==> config.mk <==
export PLATFORM = sky130hd
export DESIGN_NAME = acr_regs
export DESIGN_NICKNAME = d
export VERILOG_FILES = /design/src/core/acr_proto_defaults.v /design/src/core/acr_regs.v
export VERILOG_INCLUDE_DIRS = /design/src /design/src/core
export SDC_FILE = /design/constraint.sdc
export NUM_CORES = 1
export LEC_CHECK = 0
export BUFFER_PORTS_ARGS = -buffer_cell sky130_fd_sc_hd__buf_4
export CAP_MARGIN = 20
export CORE_MARGIN = 8
export CORE_UTILIZATION = 64
export CTS_CLUSTER_DIAMETER = 100
export CTS_CLUSTER_SIZE = 14
export DETAILED_ROUTE_END_ITERATION = 10
export GPL_TIMING_DRIVEN = 1
export PLACE_DENSITY = 0.83
export SLEW_MARGIN = 20
export SYNTH_ARGS = -nofsm -noshare
export SYNTH_HDL_FRONTEND = slang
export SYNTH_SLANG_ARGS = --single-unit
==> constraint.sdc <==
create_clock -name i_core_clk -period 4.5 [get_ports i_core_clk]
set_input_delay 0.45 -clock i_core_clk [delete_from_list [all_inputs] [get_ports i_core_clk]]
set_output_delay 0.45 -clock i_core_clk [all_outputs]
set_load 0.03 [all_outputs]
==> src/core/acr_defines.vh <==
/*
  constants for the analog configuration register block: command codes,
  frame fields, register indexes, protocol codes and default values.
  assumes it is included by bare name from the core/ design files.
*/
`ifndef ACR_DEFINES_VH
`define ACR_DEFINES_VH

// ----------------------------------------------------------------------
// command codes and frame fields
// ----------------------------------------------------------------------
`define ACR_CMD_PROTO      8'h02
`define ACR_CMD_READ       8'h08
`define ACR_CMD_WRITE      8'h09
`define ACR_ADDR_INDEX     8'h68
`define ACR_ADDR_READ      8'h69
`define ACR_ADDR_SUPPLY    8'h6A
`define ACR_FLAG_KEEP      8'h00
`define ACR_FLAG_INC       8'h01
`define ACR_LEN_SHORT      8'h03
`define ACR_LEN_LONG       8'h04
`define ACR_READ_SIZE      8'h01
`define ACR_READ_RSVD      8'h00
`define ACR_RES_OK         8'h00
`define ACR_RES_ERR_LEN    8'h82
`define ACR_RSP_LEN_NONE   8'h00
`define ACR_RSP_LEN_ONE    8'h01
`define ACR_HDR_BYTES      4'h2
`define ACR_MAX_BYTES      4'h6
`define ACR_CNT_ONE        4'h1
`define ACR_ZERO_BYTE      8'h00
`define ACR_SUPPLY_BIT     0

// ----------------------------------------------------------------------
// register indexes and fields
// ----------------------------------------------------------------------
`define ACR_IDX_READER     8'h01
`define ACR_IDX_CARD       8'h04
`define ACR_IDX_ONE        8'h01
`define ACR_RESET_VALUE    8'h00
`define ACR_MOD_MSB        7
`define ACR_MOD_LSB        4
`define ACR_GAIN_MSB       3
`define ACR_GAIN_LSB       0
`define ACR_SENS_MSB       5
`define ACR_SENS_LSB       4
`define ACR_LOAD_MSB       3
`define ACR_LOAD_LSB       0

// ----------------------------------------------------------------------
// protocol codes and defaults
// ----------------------------------------------------------------------
`define ACR_PROT_VICINITY  8'h01
`define ACR_PROT_TYPE_A    8'h02
`define ACR_PROT_TYPE_B    8'h03
`define ACR_PROT_JP        8'h04
`define ACR_PROT_CARD_A    8'h12
`define ACR_PARAM_MOD100   4
`define ACR_DEF_TYPE_A     8'hDF
`define ACR_DEF_TYPE_B     8'h20
`define ACR_DEF_JP         8'h50
`define ACR_DEF_VIC10      8'h53
`define ACR_DEF_VIC100     8'hD3
`define ACR_DEF_CARD       8'h27

// ----------------------------------------------------------------------
// decoded figures: modulation percent and receiver gain in dB
// ----------------------------------------------------------------------
`define ACR_MOD_C1         4'h1
`define ACR_MOD_C2         4'h2
`define ACR_MOD_C3         4'h3
`define ACR_MOD_C4         4'h4
`define ACR_MOD_C5         4'h5
`define ACR_MOD_C6         4'h6
`define ACR_MOD_CD         4'hD
`define ACR_PCT_C1         7'h0A
`define ACR_PCT_C2         7'h11
`define ACR_PCT_C3         7'h19
`define ACR_PCT_C4         7'h1E
`define ACR_PCT_C5         7'h21
`define ACR_PCT_C6         7'h24
`define ACR_PCT_CD         7'h5F
`define ACR_PCT_NONE       7'h00
`define ACR_GAIN_C0        4'h0
`define ACR_GAIN_C1        4'h1
`define ACR_GAIN_C3        4'h3
`define ACR_GAIN_C7        4'h7
`define ACR_GAIN_CF        4'hF
`define ACR_DB_C0          6'h22
`define ACR_DB_C1          6'h20
`define ACR_DB_C3          6'h1B
`define ACR_DB_C7          6'h14
`define ACR_DB_CF          6'h08
`define ACR_DB_NONE        6'h00

`endif

==> src/core/acr_proto_defaults.v <==
/*
  lookup of the default analog configuration values for a protocol code.
  assumes the caller loads both values only when o_known is high.
*/
`timescale 1ns/100ps
`default_nettype none
`include "acr_defines.vh"

module acr_proto_defaults (
  input  wire [7:0] i_protocol,
  input  wire [7:0] i_param,
  output reg        o_known,
  output reg  [7:0] o_reader_default,
  output wire [7:0] o_card_default
);

  // card register has one documented default; every known protocol loads it
  assign o_card_default = `ACR_DEF_CARD;

  // ----------------------------------------------------------------------
  // per protocol reader defaults
  // ----------------------------------------------------------------------
  always @* begin
    o_known          = 1'b1;
    o_reader_default = `ACR_DEF_TYPE_A;
    case (i_protocol)
      `ACR_PROT_TYPE_A:   o_reader_default = `ACR_DEF_TYPE_A;
      `ACR_PROT_TYPE_B:   o_reader_default = `ACR_DEF_TYPE_B;
      `ACR_PROT_JP:       o_reader_default = `ACR_DEF_JP;
      `ACR_PROT_VICINITY: o_reader_default = i_param[`ACR_PARAM_MOD100] ?
                                             `ACR_DEF_VIC100 : `ACR_DEF_VIC10;
      `ACR_PROT_CARD_A:   o_reader_default = `ACR_DEF_TYPE_A;
      default:            o_known = 1'b0;
    endcase
  end

endmodule // acr_proto_defaults
`default_nettype wire

==> src/core/acr_regs.v <==
/*
  analog configuration register bank behind a byte-wide command stream:
  protocol select, register write and register read frames, answered on
  a byte-wide response stream.
  assumes the serial link framer runs on i_core_clk and marks the last
  byte of each frame; bytes of a frame may arrive with gaps.
*/
`timescale 1ns/100ps
`default_nettype none
`include "acr_defines.vh"

module acr_regs (
  input  wire       i_core_clk,
  input  wire       i_reset_n,
  input  wire       i_clk_en,
  input  wire       i_cmd_valid,
  input  wire [7:0] i_cmd_byte,
  input  wire       i_cmd_last,
  output reg        o_cmd_ready,
  output reg        o_rsp_valid,
  output reg  [7:0] o_rsp_byte,
  output reg        o_rsp_last,
  input  wire       i_rsp_ready,
  output reg  [3:0] o_mod_index,
  output reg  [3:0] o_rx_gain,
  output reg  [6:0] o_mod_percent,
  output reg  [5:0] o_rx_gain_db,
  output reg  [3:0] o_load_mod_index,
  output reg  [1:0] o_demod_sens,
  output reg        o_driver_supply_saving,
  output reg        o_reader_mode_possible
);

  localparam [1:0] ST_RECV = 2'b00;
  localparam [1:0] ST_EXEC = 2'b01;
  localparam [1:0] ST_RESP = 2'b10;

  // ----------------------------------------------------------------------
  // state
  // ----------------------------------------------------------------------
  reg  [1:0] state_q;
  reg  [3:0] cnt_q;
  reg  [7:0] frame_q [0:5];
  reg  [7:0] reader_q;
  reg  [7:0] card_q;
  reg  [7:0] index_q;
  reg  [7:0] rsp_q [0:2];
  reg  [1:0] rsp_cnt_q;
  reg  [1:0] rsp_pos_q;
  wire       known;
  wire [7:0] reader_def;
  wire [7:0] card_def;
  wire       take;
  wire [7:0] sel_data;
  wire [3:0] len_ok_long;
  wire [3:0] len_ok_short;
  wire [7:0] len_sum_long;
  wire [7:0] len_sum_short;
  reg        write_len_ok;
  reg        read_frame_ok;
  reg        index_write;
  reg        supply_write;
  integer    k;

  assign take          = i_clk_en && o_cmd_ready && i_cmd_valid;
  // sums taken at byte width, then cut to the counter width on purpose
  assign len_sum_long  = {4'h0, `ACR_HDR_BYTES} + `ACR_LEN_LONG;
  assign len_sum_short = {4'h0, `ACR_HDR_BYTES} + `ACR_LEN_SHORT;
  assign len_ok_long   = len_sum_long[3:0];
  assign len_ok_short  = len_sum_short[3:0];

  assign sel_data = (index_q == `ACR_IDX_READER) ? reader_q :
                    (index_q == `ACR_IDX_CARD)   ? card_q   : `ACR_ZERO_BYTE;

  acr_proto_defaults u_defaults (
    .i_protocol       (frame_q[2]),
    .i_param          (frame_q[3]),
    .o_known          (known),
    .o_reader_default (reader_def),
    .o_card_default   (card_def)
  );

  // ----------------------------------------------------------------------
  // frame checks ahead of the execute step
  // ----------------------------------------------------------------------
  // for write and read frames the length byte and byte count must agree, so a cut or padded one is refused
  always @* begin
    write_len_ok  = 1'b0;
    read_frame_ok = 1'b0;
    index_write   = 1'b0;
    supply_write  = 1'b0;
    if (frame_q[1] == `ACR_LEN_SHORT && cnt_q == len_ok_short) begin
      write_len_ok = 1'b1;
    end else if (frame_q[1] == `ACR_LEN_LONG && cnt_q == len_ok_long) begin
      write_len_ok = 1'b1;
    end
    if (frame_q[1] == `ACR_LEN_SHORT && cnt_q == len_ok_short &&
        frame_q[2] == `ACR_ADDR_READ && frame_q[3] == `ACR_READ_SIZE &&
        frame_q[4] == `ACR_READ_RSVD) begin
      read_frame_ok = 1'b1;
    end
    if (frame_q[2] == `ACR_ADDR_INDEX) begin
      index_write = 1'b1;
    end
    // supply saving address, long frames only
    if (frame_q[2] == `ACR_ADDR_SUPPLY && frame_q[1] == `ACR_LEN_LONG) begin
      supply_write = 1'b1;
    end
  end

  // ----------------------------------------------------------------------
  // frame capture, execution and response
  // ----------------------------------------------------------------------
  always @(posedge i_core_clk or negedge i_reset_n) begin
    if (!i_reset_n) begin
      state_q                <= ST_RECV;
      cnt_q                  <= 4'h0;
      reader_q               <= `ACR_RESET_VALUE;
      card_q                 <= `ACR_RESET_VALUE;
      index_q                <= `ACR_RESET_VALUE;
      o_driver_supply_saving <= 1'b0;
      rsp_cnt_q              <= 2'd0;
      rsp_pos_q              <= 2'd0;
      o_cmd_ready            <= 1'b0;
      o_rsp_valid            <= 1'b0;
      o_rsp_byte             <= `ACR_ZERO_BYTE;
      o_rsp_last             <= 1'b0;
      for (k = 0; k < 6; k = k + 1) begin
        frame_q[k] <= `ACR_ZERO_BYTE;
      end
      for (k = 0; k < 3; k = k + 1) begin
        rsp_q[k] <= `ACR_ZERO_BYTE;
      end
    end else if (i_clk_en) begin
      case (state_q)
        ST_RECV: begin
          o_cmd_ready <= 1'b1;
          if (take) begin
            // bytes past the sixth are counted but not kept
            if (cnt_q < `ACR_MAX_BYTES) begin
              frame_q[cnt_q[2:0]] <= i_cmd_byte;
            end
            if (cnt_q != 4'hF) begin
              cnt_q <= cnt_q + `ACR_CNT_ONE;
            end
            if (i_cmd_last) begin
              o_cmd_ready <= 1'b0;
              state_q     <= ST_EXEC;
            end
          end
        end
        ST_EXEC: begin
          state_q   <= ST_RESP;
          rsp_pos_q <= 2'd0;
          rsp_q[0]  <= `ACR_RES_OK;
          rsp_q[1]  <= `ACR_RSP_LEN_NONE;
          rsp_cnt_q <= 2'd2;
          case (frame_q[0])
            `ACR_CMD_PROTO: begin
              if (known) begin
                reader_q <= reader_def;
                card_q   <= card_def;
              end
            end
            `ACR_CMD_WRITE: begin
              if (write_len_ok) begin
                if (index_write) begin
                  if (frame_q[1] == `ACR_LEN_SHORT) begin
                    index_q <= frame_q[4];
                  end else begin
                    // write replaces only the addressed register
                    if (frame_q[4] == `ACR_IDX_READER) begin
                      reader_q <= frame_q[5];
                    end else if (frame_q[4] == `ACR_IDX_CARD) begin
                      card_q <= frame_q[5];
                    end
                    if (frame_q[3] == `ACR_FLAG_INC) begin
                      index_q <= frame_q[4] + `ACR_IDX_ONE;
                    end else begin
                      index_q <= frame_q[4];
                    end
                  end
                end else if (supply_write) begin
                  o_driver_supply_saving <= frame_q[5][`ACR_SUPPLY_BIT];
                end
              end else begin
                rsp_q[0] <= `ACR_RES_ERR_LEN;
              end
            end
            `ACR_CMD_READ: begin
              if (read_frame_ok) begin
                rsp_q[1]  <= `ACR_RSP_LEN_ONE;
                rsp_q[2]  <= sel_data;
                rsp_cnt_q <= 2'd3;
              end else begin
                rsp_q[0] <= `ACR_RES_ERR_LEN;
              end
            end
            default: begin
              // unknown commands are dropped without an answer
              rsp_cnt_q <= 2'd0;
              state_q   <= ST_RECV;
              cnt_q     <= 4'h0;
              o_cmd_ready <= 1'b1;
            end
          endcase
        end
        ST_RESP: begin
          if (!o_rsp_valid || i_rsp_ready) begin
            if (o_rsp_valid && o_rsp_last) begin
              o_rsp_valid <= 1'b0;
              o_rsp_last  <= 1'b0;
              cnt_q       <= 4'h0;
              state_q     <= ST_RECV;
            end else begin
              o_rsp_valid <= 1'b1;
              o_rsp_byte  <= rsp_q[rsp_pos_q];
              o_rsp_last  <= (rsp_pos_q + 2'd1 == rsp_cnt_q);
              rsp_pos_q   <= rsp_pos_q + 2'd1;
            end
          end
        end
        default: begin
          state_q <= ST_RECV;
        end
      endcase
    end
  end

  // ----------------------------------------------------------------------
  // field decode; registered so every output comes from a flop
  // ----------------------------------------------------------------------
  always @(posedge i_core_clk or negedge i_reset_n) begin
    if (!i_reset_n) begin
      o_mod_index            <= 4'h0;
      o_rx_gain              <= 4'h0;
      o_mod_percent          <= `ACR_PCT_NONE;
      o_rx_gain_db           <= `ACR_DB_NONE;
      o_load_mod_index       <= 4'h0;
      o_demod_sens           <= 2'h0;
      o_reader_mode_possible <= 1'b1;
    end else if (i_clk_en) begin
      o_mod_index      <= reader_q[`ACR_MOD_MSB:`ACR_MOD_LSB];
      o_rx_gain        <= reader_q[`ACR_GAIN_MSB:`ACR_GAIN_LSB];
      o_load_mod_index <= card_q[`ACR_LOAD_MSB:`ACR_LOAD_LSB];
      o_demod_sens     <= card_q[`ACR_SENS_MSB:`ACR_SENS_LSB];
      o_reader_mode_possible <= !o_driver_supply_saving;
      case (reader_q[`ACR_MOD_MSB:`ACR_MOD_LSB])
        `ACR_MOD_C1: o_mod_percent <= `ACR_PCT_C1;
        `ACR_MOD_C2: o_mod_percent <= `ACR_PCT_C2;
        `ACR_MOD_C3: o_mod_percent <= `ACR_PCT_C3;
        `ACR_MOD_C4: o_mod_percent <= `ACR_PCT_C4;
        `ACR_MOD_C5: o_mod_percent <= `ACR_PCT_C5;
        `ACR_MOD_C6: o_mod_percent <= `ACR_PCT_C6;
        `ACR_MOD_CD: o_mod_percent <= `ACR_PCT_CD;
        default:     o_mod_percent <= `ACR_PCT_NONE;
      endcase
      case (reader_q[`ACR_GAIN_MSB:`ACR_GAIN_LSB])
        `ACR_GAIN_C0: o_rx_gain_db <= `ACR_DB_C0;
        `ACR_GAIN_C1: o_rx_gain_db <= `ACR_DB_C1;
        `ACR_GAIN_C3: o_rx_gain_db <= `ACR_DB_C3;
        `ACR_GAIN_C7: o_rx_gain_db <= `ACR_DB_C7;
        `ACR_GAIN_CF: o_rx_gain_db <= `ACR_DB_CF;
        default:      o_rx_gain_db <= `ACR_DB_NONE;
      endcase
    end
  end

endmodule // acr_regs
`default_nettype wire

==> run metrics, run 1 <==
status finished clean; diode count 0; Num CTS Buffers 17; share of cells above drive strength 1 0.3064; deepest clock path buffer count 2; HPWL Detailed 9707 µm; Post-Synthesis Cells 540; vias in the first global route 4606; Total Routing Usage GR 0.2353; top post-synthesis cells by area dfrtp_1, mux2_2, nand2_1; Ports 54; post-route setup TNS 0 ps; Design Power 4.417 mW; Power Density 605.9 nW/µm²; H-tree depth 4; top cell type's share of synthesized area 0.5287; Critical Path RT 4910 ps; Syn Std Cell Area 6201 µm²; fin area 7291 µm²; Worst slew margin 0.2982; CORE AREA 9594 µm²; Layout Area Growth over Synthesis 17.57%; Routed Antenna Nets 0; Congestion Overflow GR 0; WHS 230.8 ps; 1st-iter DRT viols 359; pre-CTS WS 1697 ps; FF+latch area 3304 µm²; fill count 610; type of origin of the critical path register; Hold Path Class primary input to register; CTS tree done; Pins Over Slew Limit 0; setup violators final 0; Setup CP Type register to register; Yosys warning total 0; Async SR Flop Fraction 1.000; final WL 14320 µm; sequential-to-total area share from yosys stat 0.5329; fin worst setup slack 1688 ps; CTS-repair resized insts 0; DR WL/cell 19.35 µm; RSZ-0062 raised after global routing no; non-filler cells, final 740; post-synthesis net count 563; Worst Skew 10.06 ps; min Tclk post-route 2812 ps; Skew-Pair Late Insertion Delay 530 ps; largest net degree at the start of global routing 60; Multi-input gate area 2708 µm²; Pleak 3.371 nW; clock input transition at the sequential cells of the worst setup and hold paths 60 ps; dpl cells 707; GPL Wtd Cong 0.8858; most frequent cell after synthesis dfrtp_1; Yosys reg bits 132; Max VDD drop 0.4065 mV; residual DRC count 0; Max Fanout on Critical Path 8; crit path DAT 3220 ps; IO buf count 53; Die ar. 13090 µm²; dominant cell type by area after synthesis dfrtp_1; total iterations of the first detailed-routing run 4; Starting Density 0.6463; number of synthesized flops with an enable pin 0; Post-Syn Area per Cell 11.48 µm²; Worst Tran Pin Value 1050 ps; most instantiated cells after synthesis dfrtp_1, mux2_2, nand2_1, inv_1, o21ai_0; Final nets 617; Die W 114.4 µm; die extent in y 114.4 µm; Most used DFF post-synth dfrtp_1; Max-cap violations 0; detailed-route vias per instance 6.019; part of the cycle the worst path needs 0.6249; placed cell areas 6698 µm²; crit end category register; row count 36; clock tree sinks 132; routed via count 4454; Max Fclk 0.3556 GHz; synth unique cells 51; Clock Tree Root clkbuf_8; post-layout util 0.7599; initial antenna violation count 0; final-report hold violation count 0; first-pass GRT wire length 23980 µm
## what timing repair did
item / CTS / global route
hold buffers: 1 / 0
setup buffers: 0 / 0
endpoints found under the hold margin: 40 / 0
## cells by family after synthesis
logic type / share of synthesized area
AND/OR/NAND/NOR: 0.1388
flip-flops: 0.5329
multiplexers: 0.1764
AO/OA/AOI/OAI: 0.08677
buffers and inverters: 0.03148
XOR/XNOR: 0.01554
adder cells (fa/ha/maj): 0.01816
## placed cells by master (no fill, tap or decap), types with 3 or more instances in the layout
master	n
a21oi_1	12
a22o_1	11
and2_1	5
buf_4	55
clkbuf_16	16
clkinvlp_4	3
dfrtp_1	131
ha_1	9
inv_1	30
inv_6	6
mux2_2	90
mux2i_1	8
nand2_1	48
nand2b_1	6
nand3_1	16
nand3b_1	5
nand4_1	6
nor2_1	14
nor2b_1	10
nor3_1	5
nor3b_1	7
nor4_1	8
nor4b_1	5
o211ai_1	3
o21a_1	5
o21ai_0	29
o22ai_1	5
o31ai_1	6
or2_2	3
or4_1	6
xnor2_1	3
xor2_1	8
## where the power goes
| group | switching (mW) | leakage [nW] | total (mW) | internal, mW |
|---|---|---|---|---|
| Combinational | 0.632 | 1.38 | 1.18 | 0.547 |
| Sequential | 0.378 | 1.72 | 1.90 | 1.52 |
| Clock | 0.531 | 0.276 | 1.34 | 0.811 |
## worst max-delay path: stages (launching register included)
cell	delay, ps
dfrtp_1	370
or4_1	620
or4_1	530
or2_4	270
nor4b_4	510
mux2_2	400
## final timing paths
kind | cells past startpoint | from | to | slack [ps]
worst max-delay path | 5 | frame_q[38] | index_q[2] | 1690
worst min-delay path | 2 | i_cmd_byte[7] | frame_q[15] | 230
worst max register to register | 5 | frame_q[38] | index_q[2] | 1690
worst min register to register | 2 | o_rsp_byte[2] | o_rsp_byte[2] | 480
max in group asynchronous | 3 | i_reset_n | frame_q[20] | 2920
min in group asynchronous | 2 | i_reset_n | o_demod_sens[0] | 530
## cell type report
class                      instances  share of cell area
clock buffer                      19             0.05921
sequential                       132              0.4532
multi-input combinational        357              0.3714
clock inverter                    13             0.01991
tap                              133             0.02282
timing repair buffer              56             0.05801
inverter                          30             0.01545
## per-layer routing
layer / GRT usage / wire length (µm) / part of all wire / vias to the layer above
li1: - / - / - / 2052
met5: 0 / 0 / 0 / -
met2: 0.3912 / 7247 / 0.51 / 141
met1: 0.2840 / 5966 / 0.42 / 2234
met4: 0.1047 / 324 / 0.023 / 0
met3: 0.05749 / 783 / 0.055 / 27
## flip-flops by register name, indices dropped and copies added, names as in the netlist, 6 cells and up
| register | flops |
|---|---|
| rsp_q | 10 |
| reader_q | 8 |
| o_mod_percent | 7 |
| frame_q | 48 |
| o_rx_gain_db | 6 |
| card_q | 8 |
| index_q | 8 |
| o_rsp_byte | 8 |
(Power assumes the default switching activity.)
==> run 2, diff against run 1 <==
- ABC_AREA: default -> 1
- CORE_UTILIZATION: 64 -> 54
- PLACE_DENSITY: 0.83 -> 0.74
- clock period: 4.5 -> 2.3 ns (I/O delays scaled with it)
==> run 2 against run 1 <==
- worst hold slack worse by 52 ps
- combinational power up 110%
- synthesized cell count increased by 51%
- register-to-register slack worse by 1400 ps
- area after synthesis up 4.7%
- via count up 24%
- non-clock buffer count rose by 11
- sequential share of layout area is 2.2 points lower
- critical endpoint is now frame_q[37]
- largest power group unchanged
==> run metrics, run 2 <==
Clock Tree Root clkbuf_16; Syn Std Cell Area 6490 µm²; Die ar. 15780 µm²; vias in the first global route 5485; Routed Antenna Nets 0; deepest clock path buffer count 2; crit path DAT 2350 ps; Congestion Overflow GR 0; max FFs per register 48; detailed-route vias per instance 5.296; internal reg-to-reg setup slack 240 ps; Most used DFF post-synth dfrtp_1; IO buf count 53; commonest cells after routing, fill and taps aside nand2_1, dfrtp_1, inv_1, nor2_1, o21ai_0; die extent in y 125.6 µm; Max Fclk 0.4860 GHz; switching power 3.057 mW; 1st-iter DRT viols 368; clock input transition at the sequential cells of the worst setup and hold paths 50 ps; Ports 54; biggest regs frame_q (48), rsp_q (10); H-tree depth 4; Int Pwr 5.489 mW; worst flop-to-flop path endpoint frame_q[37]; setup violators final 0; share of cells above drive strength 1 0.1398; synth unique cells 37; r2r startpoint state_q[0]; Num CTS Buffers 17; switch share 0.3577; Layout Area Growth over Synthesis 18.05%; FF+latch area 3304 µm²; largest net degree at the start of global routing 53; min Tclk post-route 2058 ps; Total Routing Usage GR 0.2019; Clk network pwr share 0.322; Max VDD drop 0.7472 mV; Yosys warning total 0; dpl cells 1008; row count 40; Pleak 3.795 nW; hold_sp i_cmd_last; residual DRC count 0; Power Density 1116 nW/µm²; type of origin of the critical path register; post-synthesis net count 837; fill count 994; GPL Wtd Cong 0.9347; Worst Skew 10.02 ps; number of synthesized flops with an enable pin 0; Setup CP Type register to register; Worst slew margin 0.5453; first-pass GRT wire length 25920 µm; Worst Tran Pin Value 682.0 ps; Post-Syn Area per Cell 7.973 µm²; final WL 15150 µm; Hold Path Class primary input to register; Async SR Flop Fraction 1.000; status finished clean; Pins Over Slew Limit 0; routed via count 5513; top cell type's share of synthesized area 0.5051; most frequent cell after synthesis nand2_1; CORE AREA 11860 µm²; RSZ-0062 raised after global routing no; sequential-to-total area share from yosys stat 0.5092; Skew-Pair Late Insertion Delay 420 ps; DR WL/cell 14.55 µm; diode count 0; clock tree sinks 132; Combinational Power Share 0.292; most common cell after layout, fill and taps aside nand2_1; worst hold endpoint o_cmd_ready; hold path cells 4; Max Fanout on Critical Path 16; Critical Path RT 2590 ps; initial antenna violation count 0; HPWL Detailed 11050 µm; Starting Density 0.5472; part of the cycle the worst path needs 0.8947; most instantiated cells after synthesis nand2_1, dfrtp_1, inv_1, nor2_1, o21ai_0; top post-synthesis cells by area dfrtp_1, nand2_1, o21ai_0; Multi-input gate area 2736 µm²; non-filler cells, final 1041; final-report hold violation count 0; Yosys reg bits 132; setup repair bufs after CTS 0; Sequential Power Share 0.387; post-route setup TNS 0 ps; Worst Reg-to-Reg Cells 7; Largest Register frame_q; Final nets 904; Max-cap violations 0; CTS tree done; total iterations of the first detailed-routing run 7; crit end category register; Die W 125.6 µm; dominant cell type by area after synthesis dfrtp_1; Post-Synthesis Cells 814
-- run 2: cell count changes after synthesis, sizes merged, moves of 11 or more --
cell | before | now
o21ai | 29 | 100
nand3 | 16 | 42
nor2 | 14 | 86
nand2 | 48 | 277
inv | 30 | 81
mux2 | 90 | 0
clkbuf | 18 | 7
-- run 2: timing repair --
action                     4_1_cts  5_1_grt
resized for setup                0        1
hold endpoints to repair        47        0
hold buffers                     1        0
setup endpoints to repair        0        1
-- run 2: through the flow --
step                setup WS [ps]    util  hold slack [ps]  instance area [µm²]  power, mW
global route                57.58  0.6459            187.3                 7661      9.086
floorplan                   567.9       -           -65.59                 6490      5.007
detailed placement          247.5  0.5936            305.5                 7041      5.808
global placement            389.4  0.5936            301.2                 7041      5.697
finish                      242.2  0.6459            179.2                 7661      8.546
CTS                         193.7  0.6459            159.5                 7661      8.586
-- run 2: cells by family (layout without fill, tap and decap cells) --
| kind of cell | Yosys count | count (layout) | synth area share |
|---|---|---|---|
| fa+ha+maj | 9 | 9 | 0.01735 |
| compound gates | 123 | 123 | 0.1049 |
| simple gates | 442 | 442 | 0.2900 |
| buf+inv | 101 | 181 | 0.06921 |
| xor+xnor | 7 | 7 | 0.009447 |
| flops | 132 | 132 | 0.5092 |
-- run 2: how the worst max path moves through the flow --
stage,from,cells after the start,endpoint
2_1_floorplan,cnt_q[0],11,card_q[0]
3_3_place_gp,cnt_q[1],11,card_q[2]
3_5_place_dp,state_q[1],11,index_q[3]
4_1_cts,state_q[1],11,index_q[3]
5_1_grt,state_q[1],11,index_q[3]
6_report,state_q[0],7,frame_q[37]
-- run 2: power groups by stage --
| stage | Sequential (mW) | Clock [mW] | Combinational [mW] |
|---|---|---|---|
| floorplan | 3.59 | 0 | 1.42 |
| global placement | 3.30 | 0 | 2.40 |
| detailed placement | 3.33 | 0 | 2.48 |
| CTS | 3.30 | 2.78 | 2.50 |
| global route | 3.37 | 2.90 | 2.82 |
| finish | 3.31 | 2.75 | 2.49 |
-- run 2: layer usage --
| metal | GRT usage | vias to the layer above | wire length [µm] |
|---|---|---|---|
| met2 | 0.3347 | 144 | 7280 |
| met3 | 0.06076 | 23 | 838 |
| met1 | 0.2433 | 2606 | 6804 |
| met5 | 0 | - | 0 |
| li1 | - | 2740 | - |
| met4 | 0.07593 | 0 | 226 |
-- run 2: cell type report --
cell class / count / share of cell area
sequential: 132 / 0.4313
multi-input combinational: 581 / 0.3572
timing repair buffer: 67 / 0.06761
clock buffer: 20 / 0.05961
inverter: 82 / 0.04018
tap: 147 / 0.02401
clock inverter: 12 / 0.02009
-- run 2: critical path, stage by stage, from the launching register on --
cell,delay (ps)
dfrtp_1,380
inv_1,100
ha_1,230
inv_1,110
nor3_4,370
nand4_2,440
nand2_1,220
o21ai_2,70
